`src/rtl/ccr_pkg.sv`:
```
// Package of constants and carriers for the comparator control register bank
package ccr_pkg;

    // ------------------------------------------------------------------
    // Bus geometry
    // ------------------------------------------------------------------
    localparam int unsigned ADR_W = 8;
    localparam int unsigned DAT_W = 32;
    localparam int unsigned SEL_W = 4;
    localparam int unsigned N_CMP = 3;

    // ------------------------------------------------------------------
    // Register byte offsets and decode indices
    // ------------------------------------------------------------------
    localparam logic [ADR_W-1:0] OFS_CTRL1  = 8'h00;
    localparam logic [ADR_W-1:0] OFS_CTRL2  = 8'h04;
    localparam logic [ADR_W-1:0] OFS_CTRL3  = 8'h08;
    localparam logic [ADR_W-1:0] OFS_ECON1  = 8'h0C;
    localparam logic [ADR_W-1:0] OFS_ECON2  = 8'h10;
    localparam logic [ADR_W-1:0] OFS_ECON3  = 8'h14;
    localparam logic [ADR_W-1:0] OFS_STATUS = 8'h18;
    localparam logic [ADR_W-1:0] OFS_MASK   = 8'h1C;

    localparam logic [3:0] IDX_CTRL1  = 4'h0;
    localparam logic [3:0] IDX_ECON1  = 4'h3;
    localparam logic [3:0] IDX_STATUS = 4'h6;
    localparam logic [3:0] IDX_MASK   = 4'h7;
    localparam logic [3:0] IDX_NONE   = 4'hF;

    // ------------------------------------------------------------------
    // Field positions, write masks and reset values
    // ------------------------------------------------------------------
    localparam int unsigned BIT_ON         = 7;
    localparam int unsigned BIT_IRQ_ON     = 6;
    localparam int unsigned STAT_FLAG_LSB  = 5;
    localparam int unsigned STAT_LEVEL_LSB = 1;
    localparam logic [7:0]  CTRL_WMASK     = 8'hF7;
    localparam logic [7:0]  CTRL3_WMASK    = 8'hFF;
    localparam logic [7:0]  ECON1_WMASK    = 8'h3F;
    localparam logic [7:0]  ECON_WMASK     = 8'h37;
    localparam logic [7:0]  CTRL_RST       = 8'h00;
    localparam logic [7:0]  ECON_RST       = 8'h00;
    localparam logic [2:0]  MASK_RST       = 3'h7;

    // ------------------------------------------------------------------
    // Sensitivity and negative input codes
    // ------------------------------------------------------------------
    localparam logic [1:0] SENSE_TOGGLE = 2'h0;
    localparam logic [1:0] SENSE_RSVD   = 2'h1;
    localparam logic [1:0] SENSE_FALL   = 2'h2;
    localparam logic [1:0] SENSE_RISE   = 2'h3;
    localparam logic [2:0] NEG_BANDGAP  = 3'h4;
    localparam logic [2:0] NEG_DAC      = 3'h5;
    localparam logic [2:0] NEG_OWN_PIN  = 3'h6;
    localparam logic [2:0] NEG_SHARED   = 3'h7;

    // ------------------------------------------------------------------
    // Carriers
    // ------------------------------------------------------------------
    typedef struct packed {
        logic       on;
        logic       irq_on;
        logic [1:0] sense;
        logic       alt_pin_on;
        logic [2:0] negsel;
    } ccr_ctrl_s;

    typedef struct packed {
        logic [1:0] spare;
        logic       out_invert;
        logic       out_pin_on;
        logic       capture_route;
        logic [2:0] hyst;
    } ccr_econ_s;

    typedef struct packed {
        logic       on;
        logic       ladder_sel;
        logic       bandgap_sel;
        logic       dac_sel;
        logic       own_negative_pin;
        logic       shared_negative_pin;
        logic [2:0] negsel;
        logic [2:0] hyst;
    } ccr_ana_s;

    typedef struct packed {
        logic val;
        logic oe;
    } ccr_pin_s;

    typedef struct packed {
        ccr_ctrl_s [N_CMP-1:0] ctrl;
        ccr_econ_s [N_CMP-1:0] econ;
        logic [N_CMP-1:0]      flag;
        logic [N_CMP-1:0]      mask;
        logic [DAT_W-1:0]      rdata;
    } ccr_state_s;

    typedef struct packed {
        logic ack;
    } ccr_wbst_s;

    typedef struct packed {
        logic s1;
        logic s2;
        logic s3;
    } ccr_syncst_s;

endpackage

```
`src/rtl/ccr_wb_if.sv`:
```
// Wishbone classic handshake: access strobe and single-cycle acknowledge
module ccr_wb_if
(
    input  wire logic clk_i,
    input  wire logic rst_i,
    input  wire logic wb_cyc_i,
    input  wire logic wb_stb_i,
    output logic      acc_o,
    output logic      wb_ack_o
);
    import ccr_pkg::*;

    ccr_wbst_s st;
    ccr_wbst_s next_st;

    // Ack gaps the request so a held strobe is taken at most every other cycle
    always_comb begin
        next_st     = st;
        acc_o       = wb_cyc_i && wb_stb_i && !st.ack;
        next_st.ack = acc_o;
    end

    always_ff @(posedge clk_i) begin
        if (rst_i) begin
            st <= '0;
        end else begin
            st <= next_st;
        end
    end

    assign wb_ack_o = st.ack;
endmodule

```
`src/rtl/ccr_sync_edge.sv`:
```
// Two-flop synchroniser with edge detection for one comparator output
module ccr_sync_edge
(
    input  wire logic clk_i,
    input  wire logic rst_i,
    input  wire logic raw_i,
    output logic      level_o,
    output logic      rise_o,
    output logic      fall_o
);
    import ccr_pkg::*;

    ccr_syncst_s st;
    ccr_syncst_s next_st;

    // First stage feeds only the second; edges come from stages two and three
    always_comb begin
        next_st    = st;
        next_st.s1 = raw_i;
        next_st.s2 = st.s1;
        next_st.s3 = st.s2;
    end

    always_ff @(posedge clk_i) begin
        if (rst_i) begin
            st <= '0;
        end else begin
            st <= next_st;
        end
    end

    assign level_o = st.s2;
    assign rise_o  = st.s2 && !st.s3;
    assign fall_o  = !st.s2 && st.s3;
endmodule

```
`src/rtl/ccr_top.sv`:
```
// Comparator control register bank: Wishbone registers, event flags and analog controls
// Contract
// - Control bit 7 powers each comparator
// - Control bit 6 gates comparator interrupt
// - Code 00 toggles; code 01 reserved
// - Code 10 triggers on falling edge
// - Code 11 triggers on rising edge
// - Select 000-011 pick reference ladder taps
// - Select 100 bandgap, 101 converter output
// - Select 110 own pin, 111 shared pin
// - Comparator 3 bit 3 drives alternate pin
// - One status register holds levels, flags
// - Extended register: invert, pin, capture, hysteresis
// - Flag set on event, cleared two ways
// - Capture bit routes comparator 1 to timer
// - Invert bit inverts comparator output
// - Level bit mirrors comparator output
//
// The implementer's own choices: register access over Wishbone and the placing of the registers.
module ccr_top
(
    input  wire logic                                 clk_i,
    input  wire logic                                 rst_i,
    input  wire logic                                 wb_cyc_i,
    input  wire logic                                 wb_stb_i,
    input  wire logic                                 wb_we_i,
    input  wire logic [ccr_pkg::ADR_W-1:0]            wb_adr_i,
    input  wire logic [ccr_pkg::SEL_W-1:0]            wb_sel_i,
    input  wire logic [ccr_pkg::DAT_W-1:0]            wb_dat_i,
    output logic      [ccr_pkg::DAT_W-1:0]            wb_dat_o,
    output logic                                      wb_ack_o,
    input  wire logic [ccr_pkg::N_CMP-1:0]            cmp_raw_i,
    input  wire logic [ccr_pkg::N_CMP-1:0]            vec_ack_i,
    output ccr_pkg::ccr_ana_s [ccr_pkg::N_CMP-1:0]    ana_o,
    output ccr_pkg::ccr_pin_s [ccr_pkg::N_CMP-1:0]    out_pin_o,
    output ccr_pkg::ccr_pin_s                         alt_pin_o,
    output logic                                      capture_route_o,
    output logic                                      capture_o,
    output logic      [ccr_pkg::N_CMP-1:0]            cmp_irq_o,
    output logic                                      irq_o
);
    import ccr_pkg::*;

    // ------------------------------------------------------------------
    // Helpers
    // ------------------------------------------------------------------
    function automatic logic [3:0] reg_index(input logic [ADR_W-1:0] adr);
        logic [3:0] idx;
        idx = IDX_NONE;
        if (adr == OFS_CTRL1) begin
            idx = IDX_CTRL1;
        end else if (adr == OFS_CTRL2) begin
            idx = 4'(IDX_CTRL1 + 4'h1);
        end else if (adr == OFS_CTRL3) begin
            idx = 4'(IDX_CTRL1 + 4'h2);
        end else if (adr == OFS_ECON1) begin
            idx = IDX_ECON1;
        end else if (adr == OFS_ECON2) begin
            idx = 4'(IDX_ECON1 + 4'h1);
        end else if (adr == OFS_ECON3) begin
            idx = 4'(IDX_ECON1 + 4'h2);
        end else if (adr == OFS_STATUS) begin
            idx = IDX_STATUS;
        end else if (adr == OFS_MASK) begin
            idx = IDX_MASK;
        end
        return idx;
    endfunction

    function automatic logic edge_hit(input logic [1:0] sense, input logic rise, input logic fall);
        logic hit;
        hit = 1'b0;
        case (sense)
            SENSE_TOGGLE: hit = rise || fall;
            SENSE_FALL:   hit = fall;
            SENSE_RISE:   hit = rise;
            default:      hit = 1'b0;
        endcase
        return hit;
    endfunction

    function automatic ccr_ana_s ana_map(input ccr_ctrl_s c, input ccr_econ_s e);
        ccr_ana_s a;
        a                     = '0;
        a.on                  = c.on;
        a.negsel              = c.negsel;
        a.ladder_sel          = !c.negsel[2];
        a.bandgap_sel         = c.negsel == NEG_BANDGAP;
        a.dac_sel             = c.negsel == NEG_DAC;
        a.own_negative_pin    = c.negsel == NEG_OWN_PIN;
        a.shared_negative_pin = c.negsel == NEG_SHARED;
        a.hyst                = e.hyst;
        return a;
    endfunction

    // ------------------------------------------------------------------
    // Bus handshake and decode
    // ------------------------------------------------------------------
    ccr_state_s       st;
    ccr_state_s       next_st;
    logic             acc;
    logic [3:0]       idx;
    logic             wr;
    logic             rd;
    logic [N_CMP-1:0] lvl;
    logic [N_CMP-1:0] rise;
    logic [N_CMP-1:0] fall;
    logic [N_CMP-1:0] hit;
    logic [N_CMP-1:0] clr;
    logic [7:0]       rbyte;

    ccr_wb_if u_wb (
        .clk_i    (clk_i),
        .rst_i    (rst_i),
        .wb_cyc_i (wb_cyc_i),
        .wb_stb_i (wb_stb_i),
        .acc_o    (acc),
        .wb_ack_o (wb_ack_o)
    );

    assign idx = reg_index(wb_adr_i);
    // Registers sit in byte lane 0; a write without that lane is acked and dropped
    assign wr  = acc && wb_we_i && wb_sel_i[0];
    assign rd  = acc && !wb_we_i;

    // ------------------------------------------------------------------
    // Comparator output conditioning
    // ------------------------------------------------------------------
    // Flipping the invert bit moves the level, so it may raise an event
    for (genvar g = 0; g < N_CMP; g++) begin : g_sync
        ccr_sync_edge u_sync (
            .clk_i   (clk_i),
            .rst_i   (rst_i),
            .raw_i   (cmp_raw_i[g] ^ st.econ[g].out_invert),
            .level_o (lvl[g]),
            .rise_o  (rise[g]),
            .fall_o  (fall[g])
        );
        assign hit[g] = st.ctrl[g].on && edge_hit(st.ctrl[g].sense, rise[g], fall[g]);
    end

    // ------------------------------------------------------------------
    // Register update
    // ------------------------------------------------------------------
    always_comb begin
        next_st = st;
        clr     = '0;
        rbyte   = 8'h00;
        for (int i = 0; i < N_CMP; i++) begin
            if (wr && idx == 4'(IDX_CTRL1 + 4'(i))) begin
                next_st.ctrl[i] = wb_dat_i[7:0] & ((i == N_CMP - 1) ? CTRL3_WMASK : CTRL_WMASK);
            end
            if (wr && idx == 4'(IDX_ECON1 + 4'(i))) begin
                next_st.econ[i] = wb_dat_i[7:0] & ((i == 0) ? ECON1_WMASK : ECON_WMASK);
            end
            // Vector clears only while enabled; an event in the same cycle wins
            clr[i] = (wr && idx == IDX_STATUS && wb_dat_i[STAT_FLAG_LSB + i])
                   || (vec_ack_i[i] && st.ctrl[i].irq_on);
            if (clr[i]) begin
                next_st.flag[i] = 1'b0;
            end
            if (hit[i]) begin
                next_st.flag[i] = 1'b1;
            end
        end
        if (wr && idx == IDX_MASK) begin
            next_st.mask = wb_dat_i[STAT_FLAG_LSB +: N_CMP];
        end
        if (idx == IDX_STATUS) begin
            rbyte = {st.flag, 1'b0, lvl, 1'b0};
        end else if (idx == IDX_MASK) begin
            rbyte = {st.mask, 5'h00};
        end else if (idx >= IDX_ECON1 && idx < IDX_STATUS) begin
            rbyte = st.econ[2'(idx - IDX_ECON1)];
        end else if (idx < IDX_ECON1) begin
            rbyte = st.ctrl[2'(idx)];
        end
        if (rd) begin
            next_st.rdata = {24'h00_0000, rbyte};
        end
    end

    always_ff @(posedge clk_i) begin
        if (rst_i) begin
            st.ctrl  <= {N_CMP{CTRL_RST}};
            st.econ  <= {N_CMP{ECON_RST}};
            st.flag  <= '0;
            st.mask  <= MASK_RST;
            st.rdata <= '0;
        end else begin
            st <= next_st;
        end
    end

    // ------------------------------------------------------------------
    // Outputs
    // ------------------------------------------------------------------
    assign wb_dat_o = st.rdata;

    for (genvar o = 0; o < N_CMP; o++) begin : g_out
        assign ana_o[o]         = ana_map(st.ctrl[o], st.econ[o]);
        assign out_pin_o[o].val = lvl[o];
        assign out_pin_o[o].oe  = st.econ[o].out_pin_on;
        assign cmp_irq_o[o]     = st.flag[o] && st.ctrl[o].irq_on;
    end

    assign alt_pin_o.val    = lvl[N_CMP-1];
    assign alt_pin_o.oe     = st.ctrl[N_CMP-1].alt_pin_on;
    assign capture_route_o  = st.econ[0].capture_route;
    assign capture_o        = st.econ[0].capture_route && lvl[0];
    // Software should drop irq_on or the pin before sampling a shared input
    assign irq_o            = |(cmp_irq_o & st.mask);

    for (genvar a = 0; a < N_CMP; a++) begin : g_chk

    end
endmodule

```
`config.mk`:
```
export PLATFORM = sky130hd
export DESIGN_NAME = ccr_top
export DESIGN_NICKNAME = d
export VERILOG_FILES = /design/src/rtl/ccr_pkg.sv /design/src/rtl/ccr_wb_if.sv /design/src/rtl/ccr_sync_edge.sv /design/src/rtl/ccr_top.sv
export SDC_FILE = /design/constraint.sdc
export NUM_CORES = 1
export LEC_CHECK = 0
export BUFFER_PORTS_ARGS = -buffer_cell sky130_fd_sc_hd__buf_4
export CORE_MARGIN = 2
export CORE_UTILIZATION = 25
export DETAILED_ROUTE_END_ITERATION = 10
export HOLD_SLACK_MARGIN = 0.15
export PLACE_DENSITY_LB_ADDON = 0.12
export SLEW_MARGIN = 20
export SYNTH_ARGS = -nofsm -noshare
export SYNTH_HDL_FRONTEND = slang
export SYNTH_SLANG_ARGS = --single-unit
export TNS_END_PERCENT = 50
```
`constraint.sdc`:
```
create_clock -name clk_i -period 3 [get_ports clk_i]
set_input_delay 0.15 -clock clk_i [delete_from_list [all_inputs] [get_ports clk_i]]
set_output_delay 0.15 -clock clk_i [all_outputs]
set_load 0.05 [all_outputs]
```
==> flow_metrics.tcl <==
set metrics [dict create \
    outcome "completed" \
    drc 0 \
    cts_buffer_depth 2 \
    ys_seq_area_frac 0.330 \
    vias 3112 \
    ys_ff_latch 62 \
    finalCriticalPeriod_ns 2.20 \
    antenna_found_initial 0 \
    rsz0062_at_grt "false" \
    worstHoldPathType "input port to flip-flop" \
    crit_arrival_ns 2.43 \
    grt_pass1_vias 3157 \
    hold_start "vec_ack_i[2]" \
    power_switching_mw 0.536 \
    switching_share 0.257 \
    hold_viol 0 \
    numPortBuffers 86 \
    postSynthAreaPerCell_um2 8.60 \
    routedWlPerCell_um 16.3 \
    dieArea_mm2 0.0160 \
    cts-resized-gates 0 \
    routed_wl_um 11000 \
    grt_first_pass_wirelength_um 17300 \
    final_nets 554 \
    crit_path_end_kind "flip-flop" \
    maxCapViolations 0 \
    drt-pass1-iter-count 4 \
    clkPwrFrac 0.490 \
    cts_tree "built" \
    area_growth_pct 22.1 \
    seqPwrFrac 0.401 \
    die_h_um 127 \
    path_class "input port to flip-flop" \
    h-tree-depth 3 \
    power_density_mw_per_mm2 455 \
    ant_nets 0 \
    routed_via_density 4.60 \
    synth_top_flop_cell "dfxtp_1" \
    worst_setup_path_start_kind "input port" \
    overflow 0 \
    io_pins 138 \
    drt_iter0_drc 111 \
    synth_edf_count 0 \
    grt_max_degree 34 \
    core_area_mm2 0.0146 \
    row_count 44 \
    clockRootBuffer "clkbuf_16" \
    ys_warn_count 0 \
    drive_above_1_share 0.249 \
    rr_startpoint "u_wb.wb_ack_o" \
    gp_routability_congestion 0.754 \
    p_int_mw 1.55 \
    finalPower_mw 2.09 \
    p_leak_nw 2.14 \
    diodes 0 \
    worstSkewPairLatency_ns 0.33 \
    grtUsageTotal 0.140 \
    ys_types 54 \
    pwr-share-comb 0.109 \
    initial_core_util 0.257 \
    skew_ns 0.00591 \
    hpwl_um 8220 \
    timing.setup.tns_ns 0 \
    irDropWorstVdd_uv 214 \
    synth_area_mm2 0.00376 \
    period_share 0.735 \
    numCtsBuffers 9 \
    setup_viol 0 \
    synthCells 437 \
    path_clk_slew_ns 0.05 \
    worstMarginPinSlew_ns 0.600 \
    cp.required_ns 3.23 \
    fmax_mhz 454 \
    slew_viol_final 0 \
    crit_fanout 7 \
    utilization 0.314 \
    clock-sinks 62 \
    startpoint "wb_adr_i[7]" \
    ys_async_sr_fraction 0 \
    die_w_um 127 \
    relSlewSlack 0.599 \
]
-- cell type report --
class | count | area (um2)
Multi-Input combinational cell | 296 | 1960
Clock buffer | 11 | 243
Timing Repair Buffer | 106 | 816
Sequential cell | 62 | 1240
Fill cell | 1551 | 10000
Clock inverter | 4 | 47.5
Tap cell | 184 | 230
Inverter | 14 | 52.6
-- power groups by stage --
stage / clock (mW) / sequential, mW / combinational, mW
finish: 1.02 / 0.838 / 0.227
global route: 1.08 / 0.838 / 0.243
CTS: 1.05 / 0.838 / 0.228
detailed placement: 0 / 0.856 / 0.219
global placement: 0 / 0.855 / 0.218
floorplan: 0 / 0.854 / 0.181
-- sequential cells by signal (all words and copies together) (netlist names), 3 cells and up --
name and cells:
ana_o 21, g_sync.u_sync.level_o 3, g_sync.u_sync.next_st 3, g_sync.u_sync.st 3
out_pin_o 3, st 18, wb_dat_o 8
-- synth_stat cells, drive strengths merged, types with 2 or more instances --
master / n / area [um2]
mux2: 5 / 56.3
nor4: 5 / 46.3
a2111oi: 3 / 32.5
and4: 3 / 26.3
o2bb2ai: 5 / 43.8
nor3b: 3 / 22.5
o31ai: 4 / 30.0
ha: 10 / 125
nand2: 66 / 248
inv: 14 / 52.6
a22oi: 3 / 22.5
nand3b: 5 / 41.3
and3: 6 / 37.5
o21ai: 11 / 55.1
mux2i: 48 / 480
buf: 69 / 521
a41o: 4 / 40.0
o311a: 6 / 60.1
nor3: 9 / 45.0
a21o: 4 / 30.0
nor2b: 5 / 31.3
a21oi: 6 / 30.0
and2: 6 / 37.5
dfxtp: 62 / 1240
a31oi: 4 / 25.0
clkbuf: 19 / 72.6
nand3: 9 / 50.1
xnor2: 3 / 26.3
or4: 2 / 18.8
nor2: 24 / 90.1
-- path summary, 6_finish.rpt --
path | endpoint | slack [ns] | cells past startpoint
max | wb_dat_o[2] | 0.80 | 9
min | st[37] | 0.16 | 3
max reg2reg | ana_o[4] | 1.28 | 5
min reg2reg | g_sync[2].u_sync.level_o | 0.44 | 1
-- per-stage QoR --
| step | area [um2] | hold WS (ns) | setup slack, ns | cells |
|---|---|---|---|---|
| finish | 4590 | 0.161 | 0.796 | 677 |
| global route | 4590 | 0.179 | 0.684 | 677 |
| CTS | 4590 | 0.154 | 0.810 | 677 |
| detailed placement | 4220 | 0.392 | 0.457 | 654 |
| global placement | 4220 | 0.384 | 0.469 | 654 |
| floorplan | 3840 | 0.287 | 0.229 | 460 |
-- cells by family after synthesis --
logic type / share of synthesized area
adder cells (fa/ha/maj): 0.0333
multiplexers: 0.143
AND/OR/NAND/NOR: 0.198
AO/OA/AOI/OAI: 0.116
XOR/XNOR: 0.00700
buffers and inverters: 0.172
other: 0.000998
flip-flops: 0.330
-- timing repair --
action / 4_1_cts / 5_1_grt
hold buffers: 8 / 0
buffers inserted: 0 / 0
endpoints found under the hold margin: 9 / 0
-- cell usage in the layout, fill, tap and decap left out, types with 2 or more instances in the layout --
master and count:
clkinv_2 2, xnor2_1 3, nor2b_1 5, o311a_1 6
nand2_1 66, conb_1 24, mux2_2 5, inv_1 13
o2bb2ai_1 5, nor4_1 4, a21oi_1 6, nor3_1 9
nand3_1 8, dfxtp_1 62, nor3b_1 3, and2_1 6
a2111oi_0 2, nand3b_1 4, a21o_1 4, and3_1 6
a31oi_1 4, ha_1 10, mux2i_1 48, a22oi_1 3
nor2_1 24, clkbuf_16 9, and4_1 3, o31ai_1 4
o21ai_0 11, dlygate4sd3_1 8, buf_4 98, a41o_1 4
-- critical path: stages --
cell     delay [ns]
buf_4          0.11
or4_4          0.53
or3_1          0.37
ha_1           0.32
buf_4          0.16
mux2_2         0.35
a21oi_1        0.12
o31ai_1        0.12
a21o_1         0.19
-- metal layers --
metal	vias to the layer above	wire length, um	share of wire	track usage
li1	1540	-	-	-
met1	1477	5150	0.47	0.179
met2	85	5230	0.47	0.234
met3	10	525	0.048	0.0329
met4	0	138	0.012	0.0401
met5	-	0	0	0
Note: power is estimated with default switching activity, not from simulation.
